`src/arw_cfg.svh`:
```
`ifndef ARW_CFG_SVH
`define ARW_CFG_SVH
// register offsets (byte addresses on the plain port)
`define ARW_OFS_WINCTRL 8'h04
`define ARW_OFS_FLAGS 8'h0B
`define ARW_OFS_DBG 8'h0C
`define ARW_OFS_STAGE 8'h0D
`define ARW_OFS_RESULT 8'h10
`define ARW_OFS_LOW_THR 8'h12
`define ARW_OFS_HIGH_THR 8'h14
`define ARW_HI_STEP 8'h01
// field positions
`define ARW_BIT_DEBUG_RUN 0
`define ARW_BIT_READY 0
`define ARW_BIT_MATCH 1
`define ARW_FLD_WINSEL_LO 0
`define ARW_FLD_ACC_LO 4
// reset values
`define ARW_RST_BYTE 8'h00
`define ARW_RST_WORD 16'h0000
// code limits of one conversion, and the accumulation select cap
`define ARW_CODE_MAX 10'h3FF
`define ARW_CODE_MIN 10'h000
`define ARW_ACC_LOG2_MAX 3'h6
`endif

```
`src/arw_pkg.sv`:
```
`default_nettype none
package arw_pkg;
  typedef logic [7:0] arw_byte_t;
  typedef logic [15:0] arw_word_t;
  // window condition encodings
  typedef enum logic [2:0] {
    ARW_WIN_NONE = 3'h0,
    ARW_WIN_BELOW = 3'h1,
    ARW_WIN_ABOVE = 3'h2,
    ARW_WIN_INSIDE = 3'h3,
    ARW_WIN_OUTSIDE = 3'h4
  } arw_win_e;
  // accumulation sequencer, one-hot
  typedef enum logic [1:0] {
    ARW_ST_WAIT = 2'h1,
    ARW_ST_SUM = 2'h2
  } arw_state_e;
endpackage
`default_nettype wire

```
`src/arw_res_if.sv`:
```
`timescale 1ns/10ps
`default_nettype none
interface arw_calc_if #(parameter int RAW_W = 12);
  logic samp_valid;
  logic [RAW_W-1:0] samp_raw;
  logic [2:0] acc_log2;
  logic [2:0] win_mode;
  arw_pkg::arw_word_t thr_lo;
  arw_pkg::arw_word_t thr_hi;
  logic done;
  arw_pkg::arw_word_t result;
  logic match;
  modport regs (
    output samp_valid, samp_raw, acc_log2, win_mode, thr_lo, thr_hi,
    input done, result, match
  );
  modport calc (
    input samp_valid, samp_raw, acc_log2, win_mode, thr_lo, thr_hi,
    output done, result, match
  );
endinterface
`default_nettype wire

```
`src/arw_calc.sv`:
```
`timescale 1ns/10ps
`default_nettype none
`include "arw_cfg.svh"
module arw_calc #(
  parameter int RAW_W = 12
) (
  input wire logic ref_clk, // peripheral clock
  input wire logic reset, // synchronous, active high
  arw_calc_if.calc cbus // sample in, result out
);
  // elaboration guard: the sign bit must sit above the ten code bits
  if (RAW_W < 11) begin : g_raw_w_check
    $error("arw_calc: RAW_W must be at least 11");
  end

  logic samp_neg;
  logic samp_over;
  logic [9:0] samp_code;
  logic [15:0] sum_add;
  logic [6:0] acc_target;
  logic samp_last;
  logic win_hit;
  arw_pkg::arw_state_e state_reg;
  logic [15:0] sum_reg;
  logic [6:0] cnt_reg;
  logic done_reg;
  logic match_reg;
  arw_pkg::arw_word_t result_reg;

  // raw value is signed; clamp to the ten-bit code range
  assign samp_neg = cbus.samp_raw[RAW_W-1];
  assign samp_over = !samp_neg &&
    (cbus.samp_raw[RAW_W-2:0] > (RAW_W-1)'(`ARW_CODE_MAX));
  assign samp_code = samp_neg ? `ARW_CODE_MIN :
    samp_over ? `ARW_CODE_MAX : cbus.samp_raw[9:0];
  // 64 x 0x3FF = 0xFFC0, so sixteen bits never wrap
  assign sum_add = (state_reg == arw_pkg::ARW_ST_SUM ? sum_reg : 16'h0000)
    + {6'h00, samp_code};
  assign acc_target = 7'h01 << cbus.acc_log2;
  assign samp_last = (cnt_reg + 7'h01) == acc_target;
  // only the final sum is judged, never a partial sum
  assign win_hit =
    (cbus.win_mode == arw_pkg::ARW_WIN_BELOW) ? (sum_add < cbus.thr_lo) :
    (cbus.win_mode == arw_pkg::ARW_WIN_ABOVE) ? (sum_add > cbus.thr_hi) :
    (cbus.win_mode == arw_pkg::ARW_WIN_INSIDE) ?
      (sum_add > cbus.thr_lo && sum_add < cbus.thr_hi) :
    (cbus.win_mode == arw_pkg::ARW_WIN_OUTSIDE) ?
      (sum_add < cbus.thr_lo || sum_add > cbus.thr_hi) : 1'b0;

  // sequencer: count samples until the selected total is reached
  always_ff @(posedge ref_clk) begin
    if (reset) begin
      state_reg <= arw_pkg::ARW_ST_WAIT;
      sum_reg <= `ARW_RST_WORD;
      cnt_reg <= 7'h00;
      done_reg <= 1'b0;
      match_reg <= 1'b0;
      result_reg <= `ARW_RST_WORD;
    end else begin
      done_reg <= 1'b0;
      if (cbus.samp_valid) begin
        case (state_reg)
          arw_pkg::ARW_ST_WAIT, arw_pkg::ARW_ST_SUM: begin
            if (samp_last) begin
              state_reg <= arw_pkg::ARW_ST_WAIT;
              cnt_reg <= 7'h00;
              result_reg <= sum_add;
              done_reg <= 1'b1;
              match_reg <= win_hit;
            end else begin
              state_reg <= arw_pkg::ARW_ST_SUM;
              cnt_reg <= cnt_reg + 7'h01;
              sum_reg <= sum_add;
            end
          end
          default: begin
            state_reg <= arw_pkg::ARW_ST_WAIT;
          end
        endcase
      end
    end
  end

  assign cbus.done = done_reg;
  assign cbus.result = result_reg;
  assign cbus.match = match_reg;
endmodule
`default_nettype wire

```
`src/arw_regs.sv`:
```
// Local design decision: the strobed register port.
`timescale 1ns/10ps
`default_nettype none
`include "arw_cfg.svh"
module arw_regs #(
  parameter int RAW_W = 12
) (
  input wire logic ref_clk, // peripheral clock, 10 MHz
  input wire logic reset, // synchronous, active high
  input wire logic [7:0] bus_addr, // register byte address
  input wire logic [7:0] bus_wdata, // write data
  input wire logic bus_wr, // write strobe
  input wire logic bus_rd, // read strobe
  output logic [7:0] bus_rdata, // read data, cycle after strobe
  input wire logic cpu_halted, // CPU held in break debug
  input wire logic samp_valid, // one conversion sample event
  input wire logic [RAW_W-1:0] samp_raw, // signed raw sample
  output logic conv_halted, // converter held by debug halt
  output logic result_ready_flag, // new result present
  output logic window_match_flag // result met window condition
);
  // elaboration guard: sign bit above ten code bits, sum fits a word
  if (RAW_W < 11 || RAW_W > 16) begin : g_raw_w_check
    $error("arw_regs: RAW_W must be 11 to 16");
  end

  arw_calc_if #(.RAW_W(RAW_W)) calc_bus ();

  arw_calc #(.RAW_W(RAW_W)) u_calc (
    .ref_clk(ref_clk),
    .reset(reset),
    .cbus(calc_bus)
  );

  logic [7:0] rdata_reg;
  logic halted_reg;
  logic ready_reg;
  logic match_reg;
  logic debug_run_enable_reg;
  logic [7:0] stage_reg;
  logic [7:0] stage_next;
  logic [2:0] winsel_reg;
  logic [2:0] acclog_reg;
  arw_pkg::arw_word_t window_low_threshold_reg;
  arw_pkg::arw_word_t window_high_threshold_reg;

  // address decode
  logic hit_winctrl;
  logic hit_flags;
  logic hit_dbg;
  logic hit_stage;
  logic hit_rslt_lo;
  logic hit_rslt_hi;
  logic hit_lt_lo;
  logic hit_lt_hi;
  logic hit_ht_lo;
  logic hit_ht_hi;
  assign hit_winctrl = bus_addr == `ARW_OFS_WINCTRL;
  assign hit_flags = bus_addr == `ARW_OFS_FLAGS;
  assign hit_dbg = bus_addr == `ARW_OFS_DBG;
  assign hit_stage = bus_addr == `ARW_OFS_STAGE;
  assign hit_rslt_lo = bus_addr == `ARW_OFS_RESULT;
  assign hit_rslt_hi = bus_addr == (`ARW_OFS_RESULT + `ARW_HI_STEP);
  assign hit_lt_lo = bus_addr == `ARW_OFS_LOW_THR;
  assign hit_lt_hi = bus_addr == (`ARW_OFS_LOW_THR + `ARW_HI_STEP);
  assign hit_ht_lo = bus_addr == `ARW_OFS_HIGH_THR;
  assign hit_ht_hi = bus_addr == (`ARW_OFS_HIGH_THR + `ARW_HI_STEP);

  // strobe qualified selects
  logic wr_winctrl;
  logic wr_flags;
  logic wr_dbg;
  logic wr_stage;
  logic wr_lo16;
  logic wr_lt_hi;
  logic wr_ht_hi;
  logic rd_lo16;
  logic rd_rslt_lo;
  assign wr_winctrl = bus_wr && hit_winctrl;
  assign wr_flags = bus_wr && hit_flags;
  assign wr_dbg = bus_wr && hit_dbg;
  assign wr_stage = bus_wr && hit_stage;
  assign wr_lo16 = bus_wr && (hit_lt_lo || hit_ht_lo);
  assign wr_lt_hi = bus_wr && hit_lt_hi;
  assign wr_ht_hi = bus_wr && hit_ht_hi;
  assign rd_rslt_lo = bus_rd && hit_rslt_lo;
  assign rd_lo16 = bus_rd && (hit_rslt_lo || hit_lt_lo || hit_ht_lo);

  // converter is frozen only when the CPU halts without debug run
  logic halt_now;
  assign halt_now = cpu_halted && !debug_run_enable_reg;

  // samples are dropped while frozen so no event sneaks in
  assign calc_bus.samp_valid = samp_valid && !halt_now;
  assign calc_bus.samp_raw = samp_raw;
  assign calc_bus.acc_log2 = acclog_reg;
  assign calc_bus.win_mode = winsel_reg;
  assign calc_bus.thr_lo = window_low_threshold_reg;
  assign calc_bus.thr_hi = window_high_threshold_reg;

  // high byte that a low-byte read parks in staging
  logic [7:0] hi_of_lo;
  assign hi_of_lo = hit_rslt_lo ? calc_bus.result[15:8] :
    hit_lt_lo ? window_low_threshold_reg[15:8] : window_high_threshold_reg[15:8];

  // staging: direct write, low-byte write, or low-byte read
  // a high-byte read returns staging so both halves match
  assign stage_next = wr_stage ? bus_wdata :
    wr_lo16 ? bus_wdata :
    rd_lo16 ? hi_of_lo : stage_reg;

  // high-byte reads come from staging, not the live register
  logic [7:0] rd_mux;
  assign rd_mux =
    hit_winctrl ? {1'b0, acclog_reg, 1'b0, winsel_reg} :
    hit_flags ? {6'h00, match_reg, ready_reg} :
    hit_dbg ? {7'h00, debug_run_enable_reg} :
    hit_stage ? stage_reg :
    hit_rslt_lo ? calc_bus.result[7:0] :
    hit_lt_lo ? window_low_threshold_reg[7:0] :
    hit_ht_lo ? window_high_threshold_reg[7:0] :
    (hit_rslt_hi || hit_lt_hi || hit_ht_hi) ? stage_reg :
    8'h00;

  // flag update: a set in the clearing cycle wins
  logic clr_ready;
  logic clr_match;
  logic ready_next;
  logic match_next;
  assign clr_ready = rd_rslt_lo ||
    (wr_flags && bus_wdata[`ARW_BIT_READY]);
  assign clr_match = rd_rslt_lo ||
    (wr_flags && bus_wdata[`ARW_BIT_MATCH]);
  assign ready_next = calc_bus.done ? 1'b1 :
    clr_ready ? 1'b0 : ready_reg;
  assign match_next = (calc_bus.done && calc_bus.match) ? 1'b1 :
    clr_match ? 1'b0 : match_reg;

  // accumulation select above six would pass 128 samples
  logic [2:0] acclog_wr;
  assign acclog_wr = (bus_wdata[`ARW_FLD_ACC_LO +: 3] > `ARW_ACC_LOG2_MAX) ?
    `ARW_ACC_LOG2_MAX : bus_wdata[`ARW_FLD_ACC_LO +: 3];

  // control registers
  always_ff @(posedge ref_clk) begin
    if (reset) begin
      debug_run_enable_reg <= 1'b0;
      winsel_reg <= 3'h0;
      acclog_reg <= 3'h0;
    end else begin
      if (wr_dbg) begin
        debug_run_enable_reg <= bus_wdata[`ARW_BIT_DEBUG_RUN];
      end
      if (wr_winctrl) begin
        winsel_reg <= bus_wdata[`ARW_FLD_WINSEL_LO +: 3];
        acclog_reg <= acclog_wr;
      end
    end
  end

  // staging register
  always_ff @(posedge ref_clk) begin
    if (reset) begin
      stage_reg <= `ARW_RST_BYTE;
    end else begin
      stage_reg <= stage_next;
    end
  end

  // thresholds commit whole on the high-byte write
  always_ff @(posedge ref_clk) begin
    if (reset) begin
      window_low_threshold_reg <= `ARW_RST_WORD;
      window_high_threshold_reg <= `ARW_RST_WORD;
    end else begin
      if (wr_lt_hi) begin
        window_low_threshold_reg <= {bus_wdata, stage_reg};
      end
      if (wr_ht_hi) begin
        window_high_threshold_reg <= {bus_wdata, stage_reg};
      end
    end
  end

  // flags and status outputs
  always_ff @(posedge ref_clk) begin
    if (reset) begin
      ready_reg <= 1'b0;
      match_reg <= 1'b0;
      halted_reg <= 1'b0;
    end else begin
      ready_reg <= ready_next;
      match_reg <= match_next;
      halted_reg <= halt_now;
    end
  end

  // read data live only in the cycle after the strobe
  always_ff @(posedge ref_clk) begin
    if (reset) begin
      rdata_reg <= 8'h00;
    end else begin
      rdata_reg <= bus_rd ? rd_mux : 8'h00;
    end
  end

  assign bus_rdata = rdata_reg;
  assign conv_halted = halted_reg;
  assign result_ready_flag = ready_reg;
  assign window_match_flag = match_reg;
endmodule
`default_nettype wire

```
`config.mk`:
```
export PLATFORM = sky130hd
export DESIGN_NAME = arw_regs
export DESIGN_NICKNAME = d
export VERILOG_FILES = /design/src/arw_pkg.sv /design/src/arw_res_if.sv /design/src/arw_calc.sv /design/src/arw_regs.sv
export VERILOG_INCLUDE_DIRS = /design/src
export SDC_FILE = /design/constraint.sdc
export NUM_CORES = 1
export LEC_CHECK = 0
export BUFFER_PORTS_ARGS = -buffer_cell sky130_fd_sc_hd__buf_2
export CORE_ASPECT_RATIO = 1.4
export CORE_MARGIN = 3
export CORE_UTILIZATION = 45
export DETAILED_ROUTE_END_ITERATION = 7
export GPL_ROUTABILITY_DRIVEN = 0
export PLACE_DENSITY = 0.61
export SLEW_MARGIN = 20
export SYNTH_ARGS = -nofsm -noshare
export SYNTH_HDL_FRONTEND = slang
export SYNTH_SLANG_ARGS = --single-unit
```
`constraint.sdc`:
```
create_clock -name ref_clk -period 6.5 [get_ports ref_clk]
set_clock_uncertainty 0.05 [all_clocks]
set_input_delay 1.3 -clock ref_clk [delete_from_list [all_inputs] [get_ports ref_clk]]
set_output_delay 1.3 -clock ref_clk [all_outputs]
set_load 0.02 [all_outputs]
```
[Yosys cells after proc, flatten, opt, wreduce, memory -nomap -nowiden]
Index checks and enable logic that the tools add are counted.
Storage, ports and cells
  register bits after elaboration: 101
  latch bits: 0
  RAM bits: 0
  ROM bits: 0
  input bits: 34
  memories: 0
Operators by class
  add/subtract/negate cells: 2
  multipliers: 0
  div/mod/pow operators: 0
  magnitude comparators: 6
  equality and inequality tests: 17
  shift operators: 1
  mux-type cells: 29
  bitwise operators: 4
  reduce and logical (&&, ||, !) cells: 37
Operators by type and width (count)
  $mux W8: 10
  $eq A8 B5 Y1 const B: 6
  $gt A16 B16 Y1: 2
  $lt A16 B16 Y1: 2
  $mux W7: 4
  $eq A8 B4 Y1 const B: 3
  $mux W10: 2
  $add A16 B10 Y16: 1
  $logic_and A1 B1 Y1: 16
  $mux W16: 1
  $gt A11 B10 Y1 const B: 1
  $mux W1: 9
  $eq A8 B3 Y1 const B: 1
  $logic_or A1 B1 Y1: 8
  $add A7 B1 Y7 const B: 1
  $eq A7 B7 Y1: 1
  $shl A1 B3 Y7 const A: 1
  $eq A3 B2 Y1 const B: 2
  $reduce_and A3 Y1: 2
  $reduce_or A5 Y1: 1
  $mux W2: 2
  $not A1 Y1: 4
  $reduce_bool A2 Y1: 2
  $reduce_or A2 Y1: 2
  other kinds (10): 12

[Logic depth before layout (Yosys ltp)]
  depth after elaboration: 11
  depth in mapped cells: 22

[Cells and area by module]
From an unflattened synthesis, not the netlist that was laid out.
Unflattened totals
  cell total of the unflattened synthesis: 844
  area total of the unflattened synthesis: 6633.9 um^2
By module, submodules not included
  arw_calc: instances 1, cells each 475, area an instance 3688.5 um^2
  arw_regs: instances 1, cells each 369, area an instance 2945.3 um^2

[Least setup slack after synthesis]
Ideal clock, no wire load.
  kind: input -> register
  start point: input samp_raw[10]
  end point: register u_calc.match_reg, in the netlist u_calc.cbus.match
  library setup time: 0.079 ns
  arrival: 5.153 ns
  required time: 6.371 ns
  slack: 1.217 ns
  stages: 18
  buffers on the path: 1
  path through: clkbuf_1 -> nor2_1 -> or2_2 -> fa_1 -> nor2b_1 -> o2111ai_1 -> nand3_1 -> a311oi_2 -> o211a_1 -> or2_2 -> ha_1 -> a21oi_1 -> nand2_1 -> a221oi_1 -> o211ai_1 -> or4_1 -> and3_1 -> a211oi_2
Between the ends
  longest elaborated chain between the ends: 11
Ends and longest elaborated chain
  from (decl): RTL line arw_regs.sv:17  | input wire logic [RAW_W-1:0] samp_raw,
  $gt A11 B10 Y1 *: RTL line arw_calc.sv:33  | (cbus.samp_raw[RAW_W-2:0] > (RAW_W-1)'(`ARW_CODE_MAX));
  $logic_and A1 B1 Y1 *: RTL line arw_calc.sv:32  | assign samp_over = !samp_neg &&
  $mux W10 *: RTL line arw_calc.sv:35  | samp_over ? `ARW_CODE_MAX : cbus.samp_raw[9:0];
  $mux W10 *: RTL line arw_calc.sv:34  | assign samp_code = samp_neg ? `ARW_CODE_MIN :
  $add A16 B10 Y16 *: RTL line arw_calc.sv:38  | + {6'h00, samp_code};
  via u_calc.sum_add[14]: RTL line arw_calc.sv:19  | logic [15:0] sum_add;
  $lt A16 B16 Y1 / $gt A16 B16 Y1 (equally long branches): RTL line arw_calc.sv:43, arw_calc.sv:48, arw_calc.sv:44
  $logic_or A1 B1 Y1: RTL line arw_calc.sv:48  | (sum_add < cbus.thr_lo || sum_add > cbus.thr_hi) : 1'b0;
  $mux W1: RTL line arw_calc.sv:47  | (cbus.win_mode == arw_pkg::ARW_WIN_OUTSIDE) ?
  $mux W1: RTL line arw_calc.sv:45  | (cbus.win_mode == arw_pkg::ARW_WIN_INSIDE) ?
  $mux W1: RTL line arw_calc.sv:44  | (cbus.win_mode == arw_pkg::ARW_WIN_ABOVE) ? (sum_add > cbus.thr_hi) :
  $mux W1 *: RTL line arw_calc.sv:43  | (cbus.win_mode == arw_pkg::ARW_WIN_BELOW) ? (sum_add < cbus.thr_lo) :
  to (signal assigned): RTL line arw_calc.sv:69  | match_reg <= win_hit;
  to (decl): RTL line arw_calc.sv:27  | logic match_reg;
The timed path passes the listed nets; every way through them passes the cells marked *.
A chain may end at the register's enable or synchronous reset.

[Worst setup path in the final report]
Same ends and word-level chain as after synthesis.

==> impl.org <==
** Outcome
- The flow ran to the end, and the final reports show no timing, DRC or antenna violations.

** Die
- Horiz. Die Dim :: 106 um
- In this run the vertical extent of the chip is 146 um.
- During I/O placement, the number of pins put on the boundary was between 40 and 50.
- The floorplan has 50 rows.
- The total area inside the core boundary comes to 13600 um2.
- Initial Util :: 46.5%
- Total die area :: around 16000 um2

** Clock network
- CTS saw 101 sinks.
- Clock latency at the later pin of the worst-skew pair :: 350 ps
- The H-tree was split into 3 levels.
- The number of setup buffers added after CTS is 0.
- Count of hold buffers inserted by post-cts repair :: 0
- TritonCTS built the clock tree.
- The cell sitting at the root of the clock tree is a clkbuf_16.
- Maximum buffer depth of the clock tree :: 2
- Once the clock tree was built, the resizer swapped 0 gates to a different size.
- After clock tree synthesis, the clock-pin slew on the worst setup and hold paths is 70 ps.
- Number of buffers added by the clock tree synthesis step :: 9

** Job
- Max-cap violations in this run came to 0.

** Timing
- The worst pin sits at a relative slew slack of 36.5%.
- Worst Max-Slew Pin Slew :: ~950 ps
- The hold violation count in the final report was 0.
- The max-slew violation count came to 0.
- Aggregate negative setup slack :: 0 ps
- Setup repair after global routing missed its margin :: no
- Final critical-path setup slack :: 1230 ps
- Finish-stage setup viols :: 0
- F_max :: roughly 190 MHz
- Across all hold checks on the routed design, the worst slack comes to about 400 ps.
- Final worst path period need :: 5270 ps
- Share of the clock period used by the worst path after layout :: 81.0%

** Logic synthesis
- Share of flip-flops with an asynchronous set or reset :: 0%
- Number of instances in the synthesized netlist :: slightly below 800
- Yosys printed 0 warnings.
- Post-Synthesis Net Count :: 873
- Avg Cell Area, Syn :: roughly 7.9 um2
- The cell area that synthesis handed to floorplanning was 6310 um2.
- After synthesis, flip-flops and latches occupy 32.0% of the total area.
- The synthesized design contains 101 register bits.
- Post-synth EDFFs :: 0
- Post-synth cell types :: 81
- Ys flop type :: dfxtp_1

** Finish
- Fraction of final layout cells sized beyond drive strength 1 :: 11.4%
- The final layout contains 888 nets.
- Design area :: around 6800 um2
- From synthesis to final layout, the design area changed by 8.21%.
- Antenna diode count :: 0

** Placed design
- Area after detailed placement :: 6570 um2
- Port Buffer Count :: 44
- Final HPWL DP :: 13.3 mm
- Post-place setup slack :: 922 ps

** Pwr
- For this design the ratio of total power to cell area is 182 nW/um2.
- Summed over all cells, the static leakage comes to 2.57 nW.
- The worst-case IR drop observed on VDD is 0.117 mV.
- Post-layout total power :: 0.00124 W

** Worst setup path
- The critical path in this run is classified as in2reg.
- Counting cells, the worst reg-to-reg path comes to 19.
- CP startpoint kind :: primary input
- Along the worst path, the maximum fanout reaches 10.
- Worst endpoint required time :: approximately 6700 ps
- Data arrival time of the worst path :: approximately 5500 ps
- In this design, the largest share of critical-path delay is due to simple AND/OR/NAND/NOR gates.
- List of cells traversed by the critical path :: buf_2 > nor2_1 > or2_2 > fa_1 > nor2b_1 > o2111ai_1 > nand3_1 > a311oi_2 > o211a_1 > or2_2 > ha_1 > nand4_1 > a2111oi_0 > nor4b_1 > or4_1 > and3_1 > a211oi_2
- For this design, the slowest cell found on the critical path is or4_1.
- The worst register-to-register path begins at u_calc.state_reg[0].
- Delay of the slowest cell on the worst path :: between 500 and 600 ps
- Worst flop-to-flop path endpoint :: u_calc.cbus.match
- Across all register-to-register paths, the minimum setup slack is 1400 ps.
- Library cell appearing most often on the critical path :: or2_2
- Together, buffers and inverters on the worst path number 1.
- Endpoint kind of the worst setup timing path :: register

** Global routing
- Via count of the first global-routing pass :: about 5700
- The number of antenna violations at the first check in global routing is 1.
- Entering global routing, the biggest net connects 69 pins.
- All-Layer GR Usage :: 23.6%
- Summed over all layers, the global routing overflow is 0.
- Global-route wire length before repair :: a little under 30 mm

** Routing
- Post-route ant nets :: 0
- Number of DRC violations after detailed-routing iteration 0 :: about 410
- Detailed Routing Iterations Pass 1 :: 5
- In the routed layout, each cell is associated on average with a via count of 5.80.
- For this block, the routed nets add up to approximately 18 mm of wire.
- Routed wire per std cell :: ~18 um
- After detailed routing, the number of remaining DRC violations is 0.
- Summing over every cut layer, the via total after detailed routing is 5769.

** Min path
- In this run the most critical hold path is launched from calc_bus.thr_lo[3].
- For hold timing, the worst endpoint is calc_bus.thr_lo[3].
- The path class of the tightest hold or removal check is reg2reg.
- The worst hold path passes through 2 cells.
==> per-layer routing <==
layer / part of all wire [%] / track usage, % / vias up
met1: 41 / 29.5 / 2693
met5: 0 / 0 / -
met4: 5.4 / 13.0 / 0
met2: 49 / 39.1 / 188
li1: - / - / 2836
met3: 4.7 / 3.01 / 52
==> worst max-delay path by stage <==
stage,slack (ps),cells after the start,start,end
4_1_cts,1280,18,samp_raw[10],u_calc.cbus.match
3_5_place_dp,920,17,samp_raw[10],u_calc.cbus.match
5_1_grt,910,19,samp_raw[10],u_calc.cbus.match
6_report,1230,17,samp_raw[10],u_calc.cbus.match
3_3_place_gp,1070,18,samp_raw[10],u_calc.cbus.match
2_1_floorplan,1220,18,samp_raw[10],u_calc.cbus.match
==> layout make-up <==
cell class / count / area [um2]
Fill cell: 1365 / 6750
Multi-Input combinational cell: 608 / 3910
Sequential cell: 101 / 2020
Timing Repair Buffer: 49 / 258
Clock buffer: 10 / 229
Tap cell: 182 / 228
Inverter: 40 / 150
Clock inverter: 5 / 35.0
==> power by group <==
part	internal [W]	leakage, nW	switching, W
logic	0.0000395	1.63	0.0000702
registers	0.000623	0.815	0.00000434
clock network	0.000259	0.129	0.000243
==> worst reg2reg max path: stages (launching register included) <==
cell	delay [ps]
dfxtp_1	310
inv_1	50
ha_1	560
and2_1	220
ha_1	180
inv_1	70
fa_1	400
nor2b_1	170
o2111ai_1	150
nand3_1	140
a311oi_2	180
o211a_1	290
or2_2	310
ha_1	330
nand4_1	200
a2111oi_0	390
nor4b_1	120
or4_1	530
and3_1	170
a211oi_2	200
==> cells in the final DEF (no fill, tap or decap), types with 8 or more instances in the layout <==
master       n
buf_2       44
o21ai_0     26
and2_1      16
a31oi_1      8
a21oi_1     77
mux2i_1     44
xnor2_1      8
inv_1       39
nand2_1    106
nor2_1      91
dfxtp_1    101
clkbuf_16    9
nand4_1      9
nand3_1     24
ha_1        44
and3_1       9
a211oi_1    19
==> synthesized netlist by cell type, types with 4 or more instances <==
| master | n | area (um2) |
|---|---|---|
| o21ai_1 | 5 | 25.0 |
| a211oi_2 | 5 | 62.6 |
| a22oi_1 | 6 | 45.0 |
| nand2b_1 | 5 | 31.3 |
| dfxtp_1 | 101 | 2020 |
| nor4_1 | 4 | 25.0 |
| nor2b_1 | 6 | 37.5 |
| nor2_2 | 4 | 25.0 |
| mux2i_1 | 44 | 440 |
| or2_2 | 5 | 31.3 |
| inv_1 | 39 | 146 |
| a21oi_1 | 77 | 385 |
| nand4_1 | 9 | 56.3 |
| and2_1 | 16 | 100 |
| nor3_1 | 7 | 35.0 |
| and3_1 | 9 | 56.3 |
| nand2_1 | 106 | 398 |
| a211oi_1 | 19 | 143 |
| buf_2 | 8 | 40.0 |
| o211ai_1 | 6 | 45.0 |
| nand3_1 | 24 | 120 |
| nor2_1 | 91 | 342 |
| clkbuf_1 | 28 | 105 |
| a31oi_1 | 8 | 50.1 |
| a221oi_1 | 7 | 61.3 |
| xnor2_1 | 8 | 70.1 |
| nor3b_1 | 6 | 45.0 |
| ha_1 | 44 | 551 |
| a21o_1 | 4 | 30.0 |
| o21ai_0 | 26 | 130 |
==> metrics by stage <==
step / util, % / std cells
3_5_place_dp: 48.4 / 980
3_3_place_gp: 48.4 / 980
2_1_floorplan: - / 794
6_report: 50.3 / 995
4_1_cts: 50.3 / 995
5_1_grt: 50.3 / 995
==> cells by family after synthesis <==
group / synth area share, %
fa+ha+maj: 9.04
compound gates: 20.0
buf+inv: 6.19
flops: 32.0
simple gates: 23.8
xor+xnor: 1.78
mux: 7.16
Power figures use the tool's default switching activity.
